`config.mk`:
```
export PLATFORM = sky130hd
export DESIGN_NAME = hbp_port
export DESIGN_NICKNAME = d
export VERILOG_FILES = /design/src/hw/hbp_pkg.sv /design/src/hw/hbp_port.sv /design/src/hw/hbp_skid.sv
export SDC_FILE = /design/constraint.sdc
export NUM_CORES = 1
export LEC_CHECK = 0
export BUFFER_PORTS_ARGS = -buffer_cell sky130_fd_sc_hd__buf_2
export CAP_MARGIN = 20
export CORE_ASPECT_RATIO = 1.4
export CORE_MARGIN = 2
export CORE_UTILIZATION = 40
export DETAILED_ROUTE_END_ITERATION = 7
export PLACE_DENSITY = 0.61
export SLEW_MARGIN = 40
export SYNTH_ARGS = -nofsm -noshare
export SYNTH_HDL_FRONTEND = slang
export SYNTH_HIERARCHICAL = 1
export SYNTH_SLANG_ARGS = --single-unit
```
`constraint.sdc`:
```
create_clock -name clk -period 2.82 [get_ports clk]
set_input_delay 0.141 -clock clk [delete_from_list [all_inputs] [get_ports clk]]
set_output_delay 0.141 -clock clk [all_outputs]
set_load 0.01 [all_outputs]
```
`src/hw/hbp_pkg.sv`:
```
/*
  Package for the host bus buffer port: status bit positions, reset values,
  input buffer depth. Assumes a single 40 MHz device clock.
*/
package hbp_pkg;
  // ----------------------------------------------------------------------
  // Status register layout
  // ----------------------------------------------------------------------
  localparam int STS_OUT_FULL = 0;
  localparam int STS_IN_FULL = 1;
  localparam int STS_GP = 2;
  localparam int STS_CMD = 3;
  localparam int STS_USER_LO = 4;
  localparam int STS_USER_HI = 7;
  localparam logic [7:0] BYTE_ZERO = 8'h00;
  localparam logic [3:0] USER_ZERO = 4'h0;
  localparam int BUF_DEPTH = 2;
  localparam logic [1:0] CNT_ZERO = 2'h0;
  localparam logic [1:0] CNT_ONE = 2'h1;
  localparam logic [1:0] CNT_FULL = 2'h2;
endpackage : hbp_pkg

```
`src/hw/hbp_port.sv`:
```
/*
  Host parallel port of a small peripheral controller: output buffer,
  input buffer and status byte behind chip select, register select and
  active-low strobes. Host pins are sampled through two-stage synchronisers;
  the internal side loads/drains buffers through plain ports.
*/
`timescale 1ns/1ps
`default_nettype none
// Function
// RULE1: Selected read with select low drives output buffer, clears output-full.
// RULE2: Selected read with select high drives the status byte.
// RULE3: Selected write captures host data into the input buffer.
// RULE4: Write sets input-full and raises internal interrupt when enabled.
// RULE5: Write stores select level as command/data flag.
// RULE6: Data lines driven only during a selected read, else released.
// RULE7: Strobes ignored unless chip select is low.
// RULE8: Strobes are active low; transfers only while strobe low.
// RULE9: Host decodes chip and register select from its address bus.
// RULE10: Internal load of output buffer sets output-full.
// RULE11: Internal read of the last byte in the input buffer clears input-full.
// RULE12: Reset clears every status flag.
// RULE13: Status bits: out-full 0, in-full 1, gp 2, cmd 3, user 7..4.
// RULE14: Host strobes synchronised; one update per strobe.
module hbp_port (
  input wire logic clk,
  input wire logic rst_n,
  input wire logic chip_select_n,
  input wire logic register_select_line,
  input wire logic read_n,
  input wire logic write_n,
  input wire logic [7:0] host_data_in,
  output logic [7:0] host_data_out,
  output logic host_data_oe_n,
  input wire logic out_load,
  input wire logic [7:0] out_load_data,
  output logic out_load_ready,
  input wire logic in_take,
  output logic [7:0] in_take_data,
  output logic in_take_cmd,
  output logic in_take_valid,
  input wire logic irq_enable,
  output logic input_irq,
  input wire logic gp_clear,
  input wire logic gp_toggle,
  input wire logic cmd_clear,
  input wire logic cmd_toggle,
  input wire logic user_write,
  input wire logic [3:0] user_status_in,
  output logic output_full_flag,
  output logic input_full_flag,
  output logic [7:0] status_out
);
  typedef struct packed {
    logic cs_s1, cs_s2;
    logic rd_s1, rd_s2, rd_d;
    logic wr_s1, wr_s2, wr_d;
    logic sel_s1, sel_s2;
    logic [7:0] di_s1, di_s2;
    logic [7:0] host_output_buffer;
    logic out_full, gp, cmd;
    logic [3:0] user;
    logic [7:0] dout;
    logic oe_n;
    logic irq;
  } hbp_state_t;
  hbp_state_t st, next_st;

  logic [7:0] status;
  logic rd_go, wr_go, rd_fall, wr_fall, rd_cycle;
  logic buf_in_ready, buf_out_valid;
  logic [8:0] buf_out_data;

  // ----------------------------------------------------------------------
  // Decode of synchronised host pins
  // ----------------------------------------------------------------------
  // RULE7 chip select gating
  assign rd_go = !st.cs_s2 && !st.rd_s2;
  // RULE8 active-low strobes
  assign wr_go = !st.cs_s2 && !st.wr_s2;
  // RULE14 one event per strobe fall
  assign rd_fall = rd_go && !st.rd_d;
  assign wr_fall = wr_go && !st.wr_d;
  // RULE13 status byte layout
  assign status = {st.user, st.cmd, st.gp, buf_out_valid, st.out_full};

  // Input buffer queue keeps bytes when the core is slow to drain
  hbp_skid u_skid (
    .clk(clk),
    .rst_n(rst_n),
    .in_valid(wr_fall),
    .in_ready(buf_in_ready),
    .in_data({st.sel_s2, st.di_s2}),
    .out_valid(buf_out_valid),
    .out_ready(in_take),
    .out_data(buf_out_data)
  );

  // ----------------------------------------------------------------------
  // Next state
  // ----------------------------------------------------------------------
  always_comb begin
    next_st = st;
    next_st.cs_s1 = chip_select_n;
    next_st.cs_s2 = st.cs_s1;
    next_st.rd_s1 = read_n;
    next_st.rd_s2 = st.rd_s1;
    next_st.wr_s1 = write_n;
    next_st.wr_s2 = st.wr_s1;
    next_st.sel_s1 = register_select_line;
    next_st.sel_s2 = st.sel_s1;
    next_st.di_s1 = host_data_in;
    next_st.di_s2 = st.di_s1;
    next_st.rd_d = rd_go;
    next_st.wr_d = wr_go;
    rd_cycle = rd_go;
    // RULE6 drive only during selected read
    next_st.oe_n = !rd_cycle;
    // RULE1 data read path; RULE2 status read path
    next_st.dout = !rd_cycle ? hbp_pkg::BYTE_ZERO :
                   (st.sel_s2 ? status : st.host_output_buffer);
    // RULE10 internal load sets output-full
    if (out_load) begin
      next_st.host_output_buffer = out_load_data;
      next_st.out_full = 1'h1;
    end else if (rd_fall && !st.sel_s2) begin
      // RULE1 host data read clears output-full
      next_st.out_full = 1'h0;
    end
    // RULE3 write data goes to the queue; RULE5 select as command flag
    if (wr_fall) begin
      next_st.cmd = st.sel_s2;
    end else if (cmd_clear) begin
      next_st.cmd = 1'h0;
    end else if (cmd_toggle) begin
      next_st.cmd = !st.cmd;
    end
    if (gp_clear) begin
      next_st.gp = 1'h0;
    end else if (gp_toggle) begin
      next_st.gp = !st.gp;
    end
    if (user_write) begin
      next_st.user = user_status_in;
    end
    // RULE4 interrupt on write; set wins over clear
    if (wr_fall && irq_enable) begin
      next_st.irq = 1'h1;
    end else if (in_take) begin
      next_st.irq = 1'h0;
    end
  end

  // ----------------------------------------------------------------------
  // State register
  // ----------------------------------------------------------------------
  // RULE12 reset clears flags
  always_ff @(posedge clk) begin
    if (!rst_n) begin
      st <= '0;
      st.cs_s1 <= 1'h1;
      st.cs_s2 <= 1'h1;
      st.rd_s1 <= 1'h1;
      st.rd_s2 <= 1'h1;
      st.wr_s1 <= 1'h1;
      st.wr_s2 <= 1'h1;
      st.oe_n <= 1'h1;
    end else begin
      st <= next_st;
    end
  end

  // ----------------------------------------------------------------------
  // Outputs
  // ----------------------------------------------------------------------
  assign host_data_out = st.dout;
  assign host_data_oe_n = st.oe_n;
  assign out_load_ready = !st.out_full;
  // RULE11 input-full follows the queue; drained by internal take
  assign input_full_flag = buf_out_valid;
  assign output_full_flag = st.out_full;
  assign in_take_valid = buf_out_valid;
  assign in_take_data = buf_out_data[7:0];
  assign in_take_cmd = buf_out_data[8];
  assign input_irq = st.irq;
  assign status_out = status;
endmodule : hbp_port
`default_nettype wire

```
`src/hw/hbp_skid.sv`:
```
/*
  Two-entry valid/ready buffer for host-written bytes with their
  command/data mark. Assumes one clock and a synchronous active-low reset.
*/
`timescale 1ns/1ps
`default_nettype none
module hbp_skid (
  input wire logic clk,
  input wire logic rst_n,
  input wire logic in_valid,
  output logic in_ready,
  input wire logic [8:0] in_data,
  output logic out_valid,
  input wire logic out_ready,
  output logic [8:0] out_data
);
  typedef struct packed {
    logic [8:0] e0;
    logic [8:0] e1;
    logic [1:0] cnt;
  } hbp_skid_t;
  hbp_skid_t st, next_st;

  // ----------------------------------------------------------------------
  // Queue control
  // ----------------------------------------------------------------------
  assign in_ready = (st.cnt != hbp_pkg::CNT_FULL);
  assign out_valid = (st.cnt != hbp_pkg::CNT_ZERO);
  assign out_data = st.e0;

  // Pop shifts entry one down; push lands behind the survivors
  always_comb begin
    logic pop;
    logic push;
    pop = out_valid && out_ready;
    push = in_valid && in_ready;
    next_st = st;
    if (pop) begin
      next_st.e0 = st.e1;
    end
    case ({push, pop})
      2'h2: next_st.cnt = st.cnt + hbp_pkg::CNT_ONE;
      2'h1: next_st.cnt = st.cnt - hbp_pkg::CNT_ONE;
      default: next_st.cnt = st.cnt;
    endcase
    if (push) begin
      if (next_st.cnt == hbp_pkg::CNT_ONE && !(pop && st.cnt == hbp_pkg::CNT_ONE))
        next_st.e0 = in_data;
      else if (pop && st.cnt == hbp_pkg::CNT_ONE)
        next_st.e0 = in_data;
      else
        next_st.e1 = in_data;
    end
  end

  // Register the whole state
  always_ff @(posedge clk) begin
    if (!rst_n) begin
      st <= '0;
    end else begin
      st <= next_st;
    end
  end
endmodule : hbp_skid
`default_nettype wire

```
==> results.md <==
- Final Skew: around 0.0080 ns
- Slew HR: around 58%
- Worst path max stage delay: about 0.56 ns
- Reg2reg end: u_skid/out_data[7]$_SDFF_PN0_
- Wirelength per Cell: 11.4 um
- Via density: 4.39
- Final cell count without fillers: 414
- Antenna cell count: 0
- Worst vdd ir: roughly 0.37 mV
- Clk pwr share: about 43%
- Num rows: 35
- Psw: ~0.44 mW
- DIE HEIGHT: 103 um
- Cell Int Power: roughly 1.6 mW
- Reg2Reg Setup Slack: 0.38 ns
- Synth Net Count: between 300 and 400
- Hold Violations, Final: 0
- Setup TNS: 0 ns
- Core box area: roughly 0.0067 sq mm
- Ys Warns: 6
- Vias in the first global route: approximately 1800
- Worst-Margin Slew: around 0.63 ns
- Worst reg2reg path depth: 9
- Post-CTS setup repair buffer count: 0
- Cells after Synth: between 200 and 300
- Status: finished clean
- I/O pin total: 65
- Setup Viol. Count Final: 0
- Routability cong.: just under 0.7
- Most common cell after layout, fill and taps aside: dfxtp_1
- Slew Limit Fails: 0
- Crit-path cells: inv_1 > ha_1 > and2b_1 > inv_1 > ha_1 > nand2_1 > o2bb2ai_1 > o21ai_2 > mux2i_1
- Seq. cell area: 0.00142 sq mm
- Root buffer cell: clkbuf_8
- H-tree depth: 3
- TritonCTS Sinks: ~70
- Initial antenna violation count: 0
- Vias: about 1800
- Multi-input gate area: between 0.001 and 0.0015 sq mm
- Clk slew on worst S/H paths: about 0.08 ns
- Top achievable clock speed: ~400 MHz
- Nature of the critical path startpoint: flip-flop
- PostCTS Resize Cnt: 0
- Area growth from synthesis to layout: 17.6%
- Routed WL: 4730 um
- Power share of the sequential group: about 52%
- Max Buffers Root-to-Sink: 2
- Dpl hpwl: around 3200 um
- CTS tree: done
- P_leak: between 1 and 1.5 nW
- Worst Min Path Start: host_data_in[2]
- Crit path time final: about 2.4 ns
- Critical path arrival: around 2.7 ns
- GRT overflow: 0
- WHS Path Cells: 2
- R2R Path Start: u_skid/st[0]$_SDFF_PN0_
- Post-synthesis cell area: about 0.0028 sq mm
- Final-stage net count: between 300 and 400
- Critical Path RT: around 3.1 ns
- Gate power share: between 5 and 6%
- Die width: 74.4 um
- Die area: 0.00764 sq mm
- Crit path kind: flip-flop to flip-flop
- CP top delay family: compound AO/OA/AOI/OAI gates
- Max cap viols: 0
- Pre-Repair DR Iteration Count: 4
- RSZ-0062 raised after global routing: false
- Power Density: just over 600 mW/mm^2
- Clk Latency, worst-skew pair: about 0.33 ns
- Worst Path Max Fanout: 9
- Post-route ant nets: 0
- Layout cells sized above 1: between 20% and 30%
- PortBufs: 64
- Slowest CP cell: o21ai_2
- Starting Density: a little over two fifths
- Pin count of the biggest net entering global routing: 55
- Most frequent cells in the layout: dfxtp_1 (71), buf_2 (64), mux2i_1 (39)
- First-pass GRT wire length: around 8000 um
- Hold Crit Endpoint: next_st[27]$_SDFF_PN0_
- Final cycle utilization of the critical path: slightly below 90%
- Syn avg cell area: slightly above 10 sq um
- Residual DRC: 0
- CP Capture Type: flip-flop
- Hold_buf cts: 7
- CP bufs+invs: 2
- Worst hold path type: primary input to flip-flop
- GRT Total Usage: between 10 and 15%
- Switching part of the total power: ~22%
- CTS Buf Count: 9
- Placed cells: approximately 390
- Filler cells: between 600 and 700
- Drt first-iter violations: slightly above 90
power by group through the flow:
stage | Combinational (mW) | Sequential, mW | Clock, mW
global route | 0.118 | 1.05 | 0.953
global placement | 0.0977 | 1.07 | 0
CTS | 0.107 | 1.05 | 0.913
floorplan | 0.0701 | 1.06 | 0
detailed placement | 0.0996 | 1.07 | 0
finish | 0.105 | 1.05 | 0.879
through the flow:
stage / power [mW] / utilization (%) / hold slack (ns) / setup slack, ns / area, sq um
after floorplan: 1.13 / - / 0.214 / 0.670 / 2780
after global placement: 1.17 / 44.5 / 0.305 / 0.218 / 2970
after detailed placement: 1.17 / 44.7 / 0.311 / 0.393 / 2980
after CTS: 2.07 / 49.1 / 0.00121 / 0.364 / 3270
after global routing: 2.12 / 49.1 / 0.0105 / 0.149 / 3270
final: 2.03 / 49.1 / 0.0206 / 0.383 / 3270
cell type report:
class / instances / share of cell area (%)
clock buffers: 10 / 3.91
well taps: 92 / 3.52
repair buffers: 74 / 12.6
clock inverters: 6 / 2.84
inverters: 8 / 0.920
multi-input cells: 153 / 32.6
flip-flops and latches: 71 / 43.5
per-layer routing:
| metal | track usage (%) | share of wire [%] |
|---|---|---|
| met3 | 4.79 | 6.2 |
| met5 | 0 | 0 |
| met4 | 4.95 | 1.0 |
| met2 | 22.9 | 49 |
| met1 | 16.3 | 43 |
flip-flops by register name (all words and copies together), names as in the netlist:
signal and flops:
next_st 12, input_irq 1, host_data_oe_n 1, output_full_flag 1, u_skid/st 11, host_data_out 8, u_skid/out_data 9, st 22
status_out 6
worst max-delay path by stage:
stage                                  from                       endpoint  depth (start not counted)
floorplan           u_skid/st[0]$_SDFF_PN0_  u_skid/out_data[0]$_SDFF_PN0_                         11
global placement    u_skid/st[0]$_SDFF_PN0_  u_skid/out_data[7]$_SDFF_PN0_                          9
detailed placement  u_skid/st[0]$_SDFF_PN0_  u_skid/out_data[5]$_SDFF_PN0_                          9
CTS                 u_skid/st[0]$_SDFF_PN0_  u_skid/out_data[7]$_SDFF_PN0_                          9
global route        u_skid/st[0]$_SDFF_PN0_      u_skid/st[8]$_SDFFE_PN0P_                          9
finish              u_skid/st[0]$_SDFF_PN0_  u_skid/out_data[7]$_SDFF_PN0_                          9
(Power assumes the default switching activity.)
